### src/bievs_pkg.sv
package bievs_pkg;
	// apb register byte offsets
	localparam logic [7:0] ADDR_CTRL = 8'h00;
	localparam logic [7:0] ADDR_WAIT = 8'h04;
	localparam logic [7:0] ADDR_EV0_CFG = 8'h08;
	localparam logic [7:0] ADDR_EV0_VAL = 8'h0c;
	localparam logic [7:0] ADDR_EV1_CFG = 8'h10;
	localparam logic [7:0] ADDR_EV1_VAL = 8'h14;
	localparam logic [7:0] ADDR_STATUS = 8'h18;
	localparam logic [7:0] ADDR_TX_TYPE = 8'h1c;
	localparam logic [7:0] ADDR_TX_VAL = 8'h20;
	// ctrl field positions
	localparam int CTRL_DIST = 0;
	localparam int CTRL_CONTACT_OPEN = 1;
	localparam int CTRL_DEB_LSB = 4;
	localparam int CTRL_LONG_LSB = 8;
	// event cfg field positions
	localparam int CFG_SCENE_SAVE = 4;
	// reset values and the wait ceiling
	localparam logic [31:0] CTRL_RESET = 32'h0000_0320;
	localparam logic [31:0] CFG_RESET = 32'h0000_0004;
	localparam logic [14:0] WAIT_MAX_S = 15'h7530;
	// timebase: 1 ms tick at 250 MHz
	localparam int CLK_HZ = 250_000_000;
	localparam int TICK_NS = 1_000_000;
	localparam int CYC_PER_MS = CLK_HZ / 1000;
	localparam int MS_PER_S = 1000;
	// data types of a reaction
	typedef enum logic [3:0] {
		BIEVS_NONE, BIEVS_BIT1, BIEVS_FORCE, BIEVS_S8, BIEVS_U8, BIEVS_SCENE,
		BIEVS_S16, BIEVS_U16, BIEVS_F16, BIEVS_TOD, BIEVS_S32, BIEVS_U32
	} bievs_type_t;
	// forced-operation choices
	localparam logic [1:0] FORCE_CFG_ON = 2'h0;
	localparam logic [1:0] FORCE_CFG_OFF = 2'h1;
	localparam logic [1:0] FORCE_CODE_ON = 2'h3;
	localparam logic [1:0] FORCE_CODE_OFF = 2'h2;
	localparam logic [1:0] FORCE_CODE_FREE = 2'h0;
	// one telegram to the bus side
	typedef struct packed {
		bievs_type_t kind;
		logic [31:0] value;
	} bievs_tx_t;
endpackage : bievs_pkg

### src/bievs_top.sv
`timescale 1ns/1ps
// What this block does
// - after bus recovery stay inactive for configured 0..30000 s before sampling
// - when wait ends, sample input and react as if it just changed
// - recovery wait is separate from send delay, never added
// - each event sends nothing or a value of the configured type
// - sent value is a configured constant ranged by its type
// - forced code: upper bit clear frees, 10 forces off, 11 on
// - forced choice is on, off or release; emit matching code
// - scene type sends configured scene number 1 to 64
// - scene flag selects recall or save, recall by default
// - time type sends hour, minute and second fields
// - time telegram carries weekday, 0 none, 1..7 Monday..Sunday
// - second event has the same independent choices as the first
// - with distinction on, short press is event 0, long event 1
// - contact type selects closing or opening as actuation
// - long after selectable threshold 0.3 s .. 10 s, default 0.6 s
// - react at once on an edge, then ignore edges for debounce
module bievs_top #(
	parameter int CYC_PER_MS = bievs_pkg::CYC_PER_MS
) (
	input wire logic CLK,
	input wire logic RST_B,
	input wire logic IN_PIN,
	input wire logic BUS_OK,
	input wire logic PSEL,
	input wire logic PENABLE,
	input wire logic PWRITE,
	input wire logic [7:0] PADDR,
	input wire logic [31:0] PWDATA,
	output logic [31:0] PRDATA,
	output logic PREADY,
	output logic PSLVERR,
	output logic TX_VALID,
	output bievs_pkg::bievs_tx_t TX_DATA,
	output logic TX_EVENT
);
	typedef enum {S_DOWN, S_WAIT, S_RUN} bievs_state_t;
	bievs_state_t state_q;
	logic [31:0] ctrl_q, wait_q, cfg0_q, val0_q, cfg1_q, val1_q;
	logic in_s1_q, in_s2_q, bus_s1_q, bus_s2_q;
	logic [17:0] pre_q;
	logic tick_ms;
	logic [9:0] sec_pre_q;
	logic [14:0] wait_cnt_q;
	logic [7:0] deb_q;
	logic lvl_q, act_q, pend_q;
	logic [13:0] hold_q;
	logic fire, fire_ev;
	bievs_pkg::bievs_tx_t tx0, tx1;
	logic wr, rd;

	// debounce choice to milliseconds
	function automatic logic [7:0] deb_ms(input logic [2:0] sel);
		unique case (sel)
			3'h0: deb_ms = 8'd10;
			3'h1: deb_ms = 8'd20;
			3'h2: deb_ms = 8'd30;
			3'h3: deb_ms = 8'd50;
			3'h4: deb_ms = 8'd70;
			3'h5: deb_ms = 8'd100;
			default: deb_ms = 8'd150;
		endcase
	endfunction : deb_ms

	// long-press choice to milliseconds; index 8..16 are 2..10 s
	function automatic logic [13:0] long_ms(input logic [4:0] sel);
		unique case (sel)
			5'h0: long_ms = 14'd300;
			5'h1: long_ms = 14'd400;
			5'h2: long_ms = 14'd500;
			5'h3: long_ms = 14'd600;
			5'h4: long_ms = 14'd800;
			5'h5: long_ms = 14'd1000;
			5'h6: long_ms = 14'd1200;
			5'h7: long_ms = 14'd1500;
			default: long_ms = (sel > 5'h10) ? 14'd10000 : 14'((sel - 5'h6) * 14'd1000);
		endcase
	endfunction : long_ms

	// pin and bus-voltage sense are asynchronous
	always_ff @(posedge CLK or negedge RST_B) begin
		if (!RST_B) begin
			in_s1_q <= 1'b0;
			in_s2_q <= 1'b0;
			bus_s1_q <= 1'b0;
			bus_s2_q <= 1'b0;
		end else begin
			in_s1_q <= IN_PIN;
			in_s2_q <= in_s1_q;
			bus_s1_q <= BUS_OK;
			bus_s2_q <= bus_s1_q;
		end
	end

	// 1 ms timebase enable
	always_ff @(posedge CLK or negedge RST_B) begin
		if (!RST_B) pre_q <= 18'h0;
		else if (tick_ms) pre_q <= 18'h0;
		else pre_q <= pre_q + 18'h1;
	end
	assign tick_ms = (pre_q == 18'(CYC_PER_MS - 1));

	// apb slave, zero wait states, error on unmapped offsets
	assign wr = PSEL && PENABLE && PWRITE;
	assign rd = PSEL && !PWRITE;
	assign PREADY = 1'b1;
	always_comb begin
		unique case (PADDR)
			bievs_pkg::ADDR_CTRL, bievs_pkg::ADDR_WAIT, bievs_pkg::ADDR_EV0_CFG, bievs_pkg::ADDR_EV0_VAL,
			bievs_pkg::ADDR_EV1_CFG, bievs_pkg::ADDR_EV1_VAL, bievs_pkg::ADDR_STATUS,
			bievs_pkg::ADDR_TX_TYPE, bievs_pkg::ADDR_TX_VAL: PSLVERR = 1'b0;
			default: PSLVERR = PSEL && PENABLE;
		endcase
	end
	always_ff @(posedge CLK or negedge RST_B) begin
		if (!RST_B) begin
			ctrl_q <= bievs_pkg::CTRL_RESET;
			wait_q <= 32'h0;
			cfg0_q <= bievs_pkg::CFG_RESET;
			val0_q <= 32'h0;
			cfg1_q <= bievs_pkg::CFG_RESET;
			val1_q <= 32'h0;
		end else if (wr) begin
			unique case (PADDR)
				bievs_pkg::ADDR_CTRL: ctrl_q <= PWDATA;
				// wait bits 14:0 saturate at the top of its range; higher bits are dropped
				bievs_pkg::ADDR_WAIT: wait_q <= {17'h0, (PWDATA[14:0] > bievs_pkg::WAIT_MAX_S) ?
					bievs_pkg::WAIT_MAX_S : PWDATA[14:0]};
				bievs_pkg::ADDR_EV0_CFG: cfg0_q <= PWDATA;
				bievs_pkg::ADDR_EV0_VAL: val0_q <= PWDATA;
				bievs_pkg::ADDR_EV1_CFG: cfg1_q <= PWDATA;
				bievs_pkg::ADDR_EV1_VAL: val1_q <= PWDATA;
				default: ;
			endcase
		end
	end
	// read data registered in the setup cycle so it is stable in access
	always_ff @(posedge CLK or negedge RST_B) begin
		if (!RST_B) PRDATA <= 32'h0;
		else if (rd && !PENABLE) begin
			unique case (PADDR)
				bievs_pkg::ADDR_CTRL: PRDATA <= ctrl_q;
				bievs_pkg::ADDR_WAIT: PRDATA <= wait_q;
				bievs_pkg::ADDR_EV0_CFG: PRDATA <= cfg0_q;
				bievs_pkg::ADDR_EV0_VAL: PRDATA <= val0_q;
				bievs_pkg::ADDR_EV1_CFG: PRDATA <= cfg1_q;
				bievs_pkg::ADDR_EV1_VAL: PRDATA <= val1_q;
				bievs_pkg::ADDR_STATUS: PRDATA <= {27'h0, pend_q, act_q, lvl_q, state_q == S_RUN, state_q == S_WAIT};
				bievs_pkg::ADDR_TX_TYPE: PRDATA <= {28'h0, TX_DATA.kind};
				bievs_pkg::ADDR_TX_VAL: PRDATA <= TX_DATA.value;
				default: PRDATA <= 32'h0;
			endcase
		end
	end

	// recovery wait; a new failure drops back to down and restarts from zero
	always_ff @(posedge CLK or negedge RST_B) begin
		if (!RST_B) begin
			state_q <= S_DOWN;
			wait_cnt_q <= 15'h0;
			sec_pre_q <= 10'h0;
		end else if (!bus_s2_q) begin
			state_q <= S_DOWN;
			wait_cnt_q <= 15'h0;
			sec_pre_q <= 10'h0;
		end else begin
			unique case (state_q)
				S_DOWN: state_q <= S_WAIT;
				S_WAIT: begin
					if (wait_cnt_q >= wait_q[14:0]) state_q <= S_RUN;
					else if (tick_ms) begin
						if (sec_pre_q == 10'(bievs_pkg::MS_PER_S - 1)) begin
							sec_pre_q <= 10'h0;
							wait_cnt_q <= wait_cnt_q + 15'h1;
						end else sec_pre_q <= sec_pre_q + 10'h1;
					end
				end
				S_RUN: ;
			endcase
		end
	end

	// edge detection with debounce lockout; the last wait cycle (start) forces a rescan
	logic act_now, start;
	assign act_now = in_s2_q ^ ctrl_q[bievs_pkg::CTRL_CONTACT_OPEN];
	assign start = (state_q == S_WAIT) && (wait_cnt_q >= wait_q[14:0]);
	always_ff @(posedge CLK or negedge RST_B) begin
		if (!RST_B) begin
			lvl_q <= 1'b0;
			deb_q <= 8'h0;
		end else if (start) begin
			lvl_q <= act_now;
			deb_q <= deb_ms(ctrl_q[bievs_pkg::CTRL_DEB_LSB +: 3]);
		end else if (state_q == S_RUN) begin
			if (deb_q != 8'h0) begin
				if (tick_ms) deb_q <= deb_q - 8'h1;
			end else if (act_now != lvl_q) begin
				lvl_q <= act_now;
				deb_q <= deb_ms(ctrl_q[bievs_pkg::CTRL_DEB_LSB +: 3]);
			end
		end
	end
	logic edge_now;
	assign edge_now = start || (state_q == S_RUN && deb_q == 8'h0 && act_now != lvl_q);

	// short/long timing of an actuation
	always_ff @(posedge CLK or negedge RST_B) begin
		if (!RST_B) begin
			act_q <= 1'b0;
			pend_q <= 1'b0;
			hold_q <= 14'h0;
		end else if (state_q != S_RUN && !start) begin
			act_q <= 1'b0;
			pend_q <= 1'b0;
			hold_q <= 14'h0;
		end else if (edge_now) begin
			act_q <= act_now;
			pend_q <= act_now && ctrl_q[bievs_pkg::CTRL_DIST];
			hold_q <= 14'h0;
		end else if (pend_q && tick_ms) begin
			if (hold_q + 14'h1 >= long_ms(ctrl_q[bievs_pkg::CTRL_LONG_LSB +: 5])) pend_q <= 1'b0;
			else hold_q <= hold_q + 14'h1;
		end
	end

	// event selection: without distinction release is event 0, press event 1
	always_comb begin
		fire = 1'b0;
		fire_ev = 1'b0;
		if (ctrl_q[bievs_pkg::CTRL_DIST]) begin
			if (pend_q && edge_now && !act_now) begin
				fire = 1'b1;
				fire_ev = 1'b0;
			end else if (pend_q && state_q == S_RUN && !edge_now && tick_ms && // pend_q lingers one cycle after a bus drop
				hold_q + 14'h1 >= long_ms(ctrl_q[bievs_pkg::CTRL_LONG_LSB +: 5])) begin
				fire = 1'b1;
				fire_ev = 1'b1;
			end
		end else if (edge_now) begin
			fire = 1'b1;
			fire_ev = act_now;
		end
	end

	bievs_encode u_enc0 (
		.cfg(cfg0_q),
		.val(val0_q),
		.tx(tx0)
	);
	bievs_encode u_enc1 (
		.cfg(cfg1_q),
		.val(val1_q),
		.tx(tx1)
	);

	// telegram leaves registered, the cycle after the event; no send delay is stacked on the wait
	always_ff @(posedge CLK or negedge RST_B) begin
		if (!RST_B) begin
			TX_VALID <= 1'b0;
			TX_DATA <= '0;
			TX_EVENT <= 1'b0;
		end else begin
			TX_VALID <= 1'b0;
			if (fire && (fire_ev ? tx1.kind : tx0.kind) != bievs_pkg::BIEVS_NONE) begin
				TX_VALID <= 1'b1;
				TX_DATA <= fire_ev ? tx1 : tx0;
				TX_EVENT <= fire_ev;
			end
		end
	end

	property p_no_send_while_waiting;
		@(posedge CLK) disable iff (!RST_B) state_q != S_RUN && !start |=> !TX_VALID;
	endproperty
	a_no_send_while_waiting: assert property (p_no_send_while_waiting) else $error("telegram during wait");

	property p_rescan;
		@(posedge CLK) disable iff (!RST_B) start |=> lvl_q == $past(act_now);
	endproperty
	a_rescan: assert property (p_rescan) else $error("no rescan at wait end");

	property p_fail_restart;
		@(posedge CLK) disable iff (!RST_B) !bus_s2_q |=> state_q == S_DOWN && wait_cnt_q == 15'h0;
	endproperty
	a_fail_restart: assert property (p_fail_restart) else $error("wait not restarted");

	property p_send_next;
		@(posedge CLK) disable iff (!RST_B) fire && !fire_ev && tx0.kind != bievs_pkg::BIEVS_NONE |=> TX_VALID && !TX_EVENT;
	endproperty
	a_send_next: assert property (p_send_next) else $error("event 0 not sent");

	property p_none_silent;
		@(posedge CLK) disable iff (!RST_B) TX_VALID |-> TX_DATA.kind != bievs_pkg::BIEVS_NONE;
	endproperty
	a_none_silent: assert property (p_none_silent) else $error("sent a do-not-send event");

	property p_force_code;
		@(posedge CLK) disable iff (!RST_B) TX_VALID && TX_DATA.kind == bievs_pkg::BIEVS_FORCE |->
			TX_DATA.value[31:2] == 30'h0 && TX_DATA.value[1:0] != 2'h1;
	endproperty
	a_force_code: assert property (p_force_code) else $error("bad forced code");

	property p_deb_lock;
		@(posedge CLK) disable iff (!RST_B) state_q == S_RUN && deb_q != 8'h0 |=> $stable(lvl_q);
	endproperty
	a_deb_lock: assert property (p_deb_lock) else $error("edge taken in debounce");

	property p_short_is_ev0;
		@(posedge CLK) disable iff (!RST_B) ctrl_q[bievs_pkg::CTRL_DIST] && pend_q && edge_now && !act_now |-> fire && !fire_ev;
	endproperty
	a_short_is_ev0: assert property (p_short_is_ev0) else $error("short not event 0");

	// with distinction the press itself never sends; only release or threshold decides
	property p_press_waits;
		@(posedge CLK) disable iff (!RST_B) ctrl_q[bievs_pkg::CTRL_DIST] && edge_now && act_now |=> !TX_VALID;
	endproperty
	a_press_waits: assert property (p_press_waits) else $error("press sent before short or long known");
endmodule : bievs_top

### src/bievs_encode.sv
`timescale 1ns/1ps
// turns a reaction configuration into the value sent on the bus
module bievs_encode (
	input wire logic [31:0] cfg,
	input wire logic [31:0] val,
	output bievs_pkg::bievs_tx_t tx
);
	bievs_pkg::bievs_type_t kind;
	assign kind = bievs_pkg::bievs_type_t'(cfg[3:0]);
	// range of the constant follows the selected type
	always_comb begin
		tx.kind = kind;
		tx.value = 32'h0000_0000;
		unique case (kind)
			bievs_pkg::BIEVS_NONE: tx.value = 32'h0000_0000;
			bievs_pkg::BIEVS_BIT1: tx.value = {31'h0, val[0]};
			bievs_pkg::BIEVS_FORCE: begin
				// upper bit clear releases forcing
				if (val[1:0] == bievs_pkg::FORCE_CFG_ON) tx.value = {30'h0, bievs_pkg::FORCE_CODE_ON};
				else if (val[1:0] == bievs_pkg::FORCE_CFG_OFF) tx.value = {30'h0, bievs_pkg::FORCE_CODE_OFF};
				else tx.value = {30'h0, bievs_pkg::FORCE_CODE_FREE};
			end
			bievs_pkg::BIEVS_S8, bievs_pkg::BIEVS_U8: tx.value = {24'h0, val[7:0]};
			bievs_pkg::BIEVS_SCENE: begin
				// scene 1..64 travels as 0..63, bit 7 set means save
				tx.value = {24'h0, cfg[bievs_pkg::CFG_SCENE_SAVE], 1'b0, 6'(val[5:0] - 6'h01)};
			end
			bievs_pkg::BIEVS_S16, bievs_pkg::BIEVS_U16, bievs_pkg::BIEVS_F16: tx.value = {16'h0, val[15:0]};
			bievs_pkg::BIEVS_TOD: begin
				// weekday in top three bits of the hour byte
				tx.value = {8'h0, val[26:24], val[20:16], 2'h0, val[13:8], 2'h0, val[5:0]};
			end
			bievs_pkg::BIEVS_S32, bievs_pkg::BIEVS_U32: tx.value = val;
			default: tx.value = 32'h0000_0000; // unused codes send zero
		endcase
	end
endmodule : bievs_encode

### config.mk
export PLATFORM = sky130hd
export DESIGN_NAME = bievs_top
export DESIGN_NICKNAME = d
export VERILOG_FILES = /design/src/bievs_pkg.sv /design/src/bievs_top.sv /design/src/bievs_encode.sv
export SDC_FILE = /design/constraint.sdc
export NUM_CORES = 1
export LEC_CHECK = 0
export BUFFER_PORTS_ARGS = -buffer_cell sky130_fd_sc_hd__buf_2
export CORE_MARGIN = 1
export CORE_UTILIZATION = 40
export CTS_CLUSTER_SIZE = 30
export DETAILED_ROUTE_END_ITERATION = 12
export MAX_ROUTING_LAYER = met4
export PLACE_DENSITY_LB_ADDON = 0.3
export SYNTH_ARGS = -nofsm -noshare
export SYNTH_HDL_FRONTEND = slang
export SYNTH_HIERARCHICAL = 1
export SYNTH_SLANG_ARGS = --single-unit
### constraint.sdc
create_clock -name CLK -period 8.1 [get_ports CLK]
set_input_delay 1.62 -clock CLK [delete_from_list [all_inputs] [get_ports CLK]]
set_output_delay 1.62 -clock CLK [all_outputs]
set_load 0.03 [all_outputs]
; ---- Yosys cells after proc, flatten, opt, wreduce, memory -nomap -nowiden
; Cells that the tools add are included.
[totals]
latchBits = 0
wordCells = 217
output_inout_bits = 72
ram_bits = 0
ff_bits = 349
in_bits = 47
mem_count = 0
mem_bits_ro = 0
[classes]
n_addsub = 8
shift = 0
n_bitwise = 1
mux = 60
mul = 1
order_cmp = 5
n_reduce_logical = 58
n_div = 0
eq_ne = 60
[ops]
columns = op, n
row1 = one-hot mux 32 bit (7 select lines), 2
row2 = one-hot mux 32 bit (9 select lines), 1
row3 = 2-to-1 mux 14 bit, 10
row4 = 2-to-1 mux 32 bit, 4
row5 = one-hot mux 14 bit (8 select lines), 1
row6 = 2-to-1 mux 15 bit, 6
row7 = one-hot mux 32 bit (2 select lines), 1
row8 = 2-to-1 mux 10 bit, 5
row9 = one-hot mux 8 bit (6 select lines), 1
row10 = 2-to-1 mux 8 bit, 5
row11 = 2-to-1 mux 36 bit, 1
row12 = "equality test 32 x 1 -> 1 bit, second input constant", 1
row13 = "equality test 32 x 2 -> 1 bit, second input constant", 1
row14 = "equality test 32 x 3 -> 1 bit, second input constant", 1
row15 = "equality test 4 x 3 -> 1 bit, second input constant", 8
row16 = "equality test 4 bit, second input constant", 8
row17 = "equality test 8 x 5 -> 1 bit, second input constant", 4
row18 = logical NOT 32 bit, 1
row19 = "inequality test 32 x 3 -> 1 bit, second input constant", 1
row20 = greater-or-equal comparator 14 bit, 2
row21 = "equality test 5 x 3 -> 1 bit, second input constant", 4
row22 = 2-to-1 mux 1 bit, 19
row23 = "adder 18 x 1 -> 18 bit, second input constant", 1
row24 = "equality test 18 bit, second input constant", 1
row25 = 48 further kinds, 104

; ---- Longest topological paths before layout
[depth]
word_depth = 17
ltp_mapped = 28
depth_no_buf = 25

; ---- Modules after synthesis
; Netlist, hierarchy kept.
[by_module_without_submodules]
columns = module, instances, area_each_um2, cells_each, seq_area_each_um2
row1 = bievs_top, 1, 16572.1, 1464, 7988.9
row2 = bievs_encode, 2, 619.3, 97, 0.0

; ---- Least setup slack after synthesis
; OpenSTA, ideal clock, no wires.
[synth_path]
path_kind = reg-to-reg
start = reg ctrl_q[9]
end = reg TX_DATA[10] (netlist name)
stages_incl_launch_ff = 27
arrival_time_ns = 6.325
period_less_slack_ns = 6.449
required_time_ns = 7.975
path_slack_ns = 1.651
n_path_buf = 2
setup_ns = 0.125
path_cell_list = dfstp_2 clkbuf_1 a21oi_1 xnor2_1 inv_1 and2_1 or2_2 fa_1 fa_1 fa_1 inv_1 ha_1 inv_1 o21bai_1 a21o_1 a21oi_1 xnor2_1 nand2_1 ha_1 and4_1 o311ai_0 and3_1 nor4_1 o22a_1 o211ai_2 buf_2 mux2_2
[synth_via]
elab_chain_cells = 14
word_cells_on_any_way = 26
classes_between = 1 x add/sub / 1 x mul / 2 x order compare / 7 x eq/ne / 11 x mux / 4 x reduce/logical
[synth_rtl]
columns = item, line
row1 = start: declaration, bievs_top.sv:40  ; logic [31:0] ctrl_q, wait_q, cfg0_q, val0_q, cfg1_q, val1_q;
row2 = start signal: assignment, bievs_top.sv:118  ; ctrl_q <= bievs_pkg::CTRL_RESET;
row3 = subtractor 5 x 3 -> 6 bit, bievs_top.sv:77  ; default: long_ms = (sel > 5'h10) ? 14'd10000 : 14'((sel - 5'h6) * 14'd1000);
row4 = multiplier 14 x 7 -> 11 bit, bievs_top.sv:77
row5 = 2-to-1 mux 14 bit, bievs_top.sv:77
row6 = one-hot mux 14 bit (8 select lines) (*), bievs_top.sv:68  ; unique case (sel)
row7 = 2-to-1 mux 14 bit (*), bievs_top.sv:232  ; if (pend_q && edge_now && !act_now) begin
row8 = 2-to-1 mux 14 bit (*), bievs_top.sv:231  ; if (ctrl_q[bievs_pkg::CTRL_DIST]) begin
row9 = greater-or-equal comparator 14 bit (*), bievs_top.sv:236  ; hold_q + 14'h1 >= long_ms(ctrl_q[bievs_pkg::CTRL_LONG_LSB +: 5])) begin
row10 = logical AND 1 bit (*), bievs_top.sv:235  ; end else if (pend_q && state_q == S_RUN && !edge_now && tick_ms &&
row11 = 2-to-1 mux 1 bit (*), bievs_top.sv:235
row12 = 2-to-1 mux 1 bit, bievs_top.sv:232
row13 = 2-to-1 mux 1 bit, bievs_top.sv:231
row14 = 2-to-1 mux 4 bit, bievs_top.sv:265  ; if (fire && (fire_ev ? tx1.kind : tx0.kind) != bievs_pkg::BIEVS_NONE) begin
row15 = nonzero test 4 bit, bievs_top.sv:265
row16 = logical AND 1 bit, bievs_top.sv:265
row17 = end signal: assignment, bievs_top.sv:267  ; TX_DATA <= fire_ev ? tx1 : tx0;
row18 = end: declaration, bievs_top.sv:35  ; output bievs_pkg::bievs_tx_t TX_DATA,
; Mark *: on every way between the ends. The rest lies on a longest branch, timed or not. The select of a mux whose other input is x is not followed.
; A chain may end at the register's enable or synchronous reset.

; ---- Worst setup path in the final report
[layout_path]
start = reg ctrl_q[9]
end = reg TX_DATA[17] (netlist name)
; Same word-level chain as after synthesis.

==> flow_metrics.tcl <==
set metrics [dict create \
    cts.sinks 319 \
    rsz0062_at_grt "no" \
    htree_levels 2 \
    clockBufferDepth 3 \
    clk_latency_ns 0.58 \
    via_per_inst 5.708 \
    grt_pass1_wl_mm 76.41 \
    routed-via-count 13420 \
    holdWs_ns 0.3457 \
    syn-cell-area_um2 17810 \
    setup_viol 0 \
    ant_nets 0 \
    period_share_pct 90.57 \
    ios 119 \
    totalNegativeSetupSlack_ns 0 \
    cp.arrival_ns 7.78 \
    wl_per_cell_um 20.65 \
    crit_path_end "TX_DATA[17]" \
    cp-start-kind "register" \
    synthArstFlopShare_pct 100.0 \
    regToRegEndpoint "TX_DATA[17]" \
    synth.yosys.seq_area_share_pct 44.85 \
    initial_core_util_pct 40.99 \
    place.gp.congestion 0.8556 \
    final_nets 1864 \
    p_leak_nw 9.989 \
    irDropWorstVdd_v 0.0001414 \
    drcViolationCount 0 \
    end_kind "register" \
    ys_ff_latch 319 \
    port_buffers 117 \
    ctsResizeCount 0 \
    regToRegSetupSlack_ns 0.76 \
    syn-num-nets 1782 \
    dp_hpwl_mm 32.25 \
    grt_max_degree 173 \
    dp.cells 2286 \
    yosysWarnings 6 \
    cts_root_buf "clkbuf_16" \
    drtIter0Drc 1105 \
    dr.pass1.iters 8 \
    die_area_um2 45380 \
    power_density_nw_per_um2 177.0 \
    crit_fanout 37 \
    die_h_um 213.0 \
    cts_tree "done" \
    r2r_cells 25 \
    num_rows 76 \
    required_ns 8.54 \
    grt_pass1_vias 13400 \
    tightest_slew_ns 1.018 \
    instances_no_fill 2351 \
    slowest_delay_ns 0.65 \
    synth-main-ff-cell "dfrtp_1" \
    hold_viol_final 0 \
    synth-edff-count 0 \
    layout-drive-gt1-share_pct 26.72 \
    synthCells 1658 \
    maxSlewViolCount 0 \
    fmax_mhz 136.3 \
    numCtsBuffers 37 \
    outcome "finished clean" \
    r2r-start "ctrl_q[9]" \
    clock_skew_ns 0.03987 \
    area_growth_pct 13.23 \
    critPathSlowestCell "dfstp_2" \
    fin_util_pct 46.41 \
    overflow 0 \
    wirelength_mm 48.56 \
    core-area_um2 43460 \
    hold_buffers 0 \
    critPathLaunch "ctrl_q[9]" \
    grt_antenna_before_repair 3 \
    synth_cell_types 76 \
    hold_class "register to register" \
    fin_total_pwr_mw 3.569 \
    slew_headroom_pct 32.14 \
    syn-mean-instance-area_um2 10.74 \
    min_period_ns 7.336 \
    path_clk_slew_ns 0.06 \
    drv_cap 0 \
    die_w_um 213.0 \
    grt_usage_pct 22.31 \
    path_class "register to register" \
    post-cts-setup-buffers 0 \
]
power breakdown:
part / internal (mW) / switching [mW]
Combinational: 0.107 / 0.160
Sequential: 1.61 / 0.0222
Clock: 0.982 / 0.684
Total: 2.70 / 0.866
how the worst min path moves through the flow:
stage                  start        to  slack [ns]  cells past startpoint
floorplan           bus_s1_q  bus_s2_q        0.33                      0
global placement     in_s1_q   in_s2_q        0.34                      0
detailed placement   in_s1_q   in_s2_q        0.34                      0
CTS                  in_s1_q   in_s2_q        0.35                      0
global route         in_s1_q   in_s2_q        0.37                      0
finish               in_s1_q   in_s2_q        0.35                      0
cell type report:
cell class / count / area (um^2)
antenna: 3 / 7.507
clock buffer: 53 / 1067
clock inverter: 9 / 123.9
fill: 4057 / 23290
inverter: 69 / 259.0
multi-input combinational: 1175 / 9210
sequential: 319 / 7989
tap: 585 / 732.0
timing repair buffer: 138 / 778.2
flip-flops by register name, summed over array words and instances (netlist names), 2 cells and up:
register,flops
PRDATA,32
TX_DATA,36
cfg0_q,32
cfg1_q,32
ctrl_q,32
deb_q,8
hold_q,14
pre_q,18
sec_pre_q,10
state_q,2
val0_q,32
val1_q,32
wait_cnt_q,15
wait_q,15
synth_stat cells, types with 5 or more instances:
library cell / instances / area share, %
dfrtp_1: 314 / 44
mux2_2: 251 / 16
nand2_1: 127 / 2.7
nor2_1: 78 / 1.6
inv_1: 69 / 1.5
o21ai_0: 68 / 1.9
ha_1: 65 / 4.6
a21oi_1: 64 / 1.8
clkbuf_1: 59 / 1.2
a22oi_1: 56 / 2.4
and3_1: 48 / 1.7
and2_1: 47 / 1.7
xor2_1: 40 / 2.0
nand3_1: 32 / 0.90
a22o_1: 31 / 1.5
xnor2_1: 30 / 1.5
a222oi_1: 21 / 1.2
nor2b_1: 16 / 0.56
nor3_1: 16 / 0.45
buf_1: 13 / 0.27
buf_2: 13 / 0.37
mux2i_1: 13 / 0.73
fa_1: 12 / 1.3
nand2b_1: 12 / 0.42
nand4_1: 11 / 0.39
nor4_1: 10 / 0.35
buf_4: 9 / 0.38
a221oi_1: 8 / 0.39
a31oi_1: 8 / 0.28
a2bb2oi_1: 6 / 0.30
nor4b_1: 6 / 0.30
o211ai_1: 6 / 0.25
o22a_1: 6 / 0.30
a211oi_1: 5 / 0.21
a21o_1: 5 / 0.21
dfstp_2: 5 / 0.74
nand3b_1: 5 / 0.21
o21a_1: 5 / 0.21
or2_2: 5 / 0.18
critical path: cells and delay by family, from the launching register on:
family                     cells  cell delay (ns)
adders and majority gates      5             2.09
AOI/OAI and AO/OA              9             1.90
buffers and inverters          5             0.90
and+or+nand+nor                3             0.74
DFF                            1             0.65
xor gates and xnor gates       2             0.51
muxes                          1             0.37
stage by stage:
stage	instance area [um^2]	setup WS (ns)
final	20170	0.7641
after global placement	18970	1.080
after floorplan	17810	1.651
after CTS	20160	0.7787
after detailed placement	18970	0.8002
after global routing	20160	0.3505
logic make-up after synthesis:
group	synth area share, %
AO/OA/AOI/OAI	12.53
XOR/XNOR	3.442
adder cells (fa/ha/maj)	5.915
buffers and inverters	3.779
flip-flops	44.85
multiplexers	16.60
other	0.02105
AND/OR/NAND/NOR	12.86
metal layers:
metal / track usage (%) / vias to the layer above / part of all wire (%)
li1: - / 6162 / -
met3: 3.309 / 71 / 5.0
met4: 6.822 / 0 / 2.3
met2: 34.43 / 357 / 47
met1: 30.28 / 6829 / 46
met5: - / - / 0
placed cells by master (no fill, tap or decap), types with 56 or more instances in the layout:
cell / netlist / routed
buf_2: 13 / 116
mux2_2: 251 / 251
ha_1: 65 / 65
a22oi_1: 56 / 56
dfrtp_1: 314 / 314
nor2_1: 78 / 74
o21ai_0: 68 / 68
inv_1: 69 / 69
nand2_1: 127 / 127
a21oi_1: 64 / 63
Note: power is estimated with default switching activity, not from simulation.
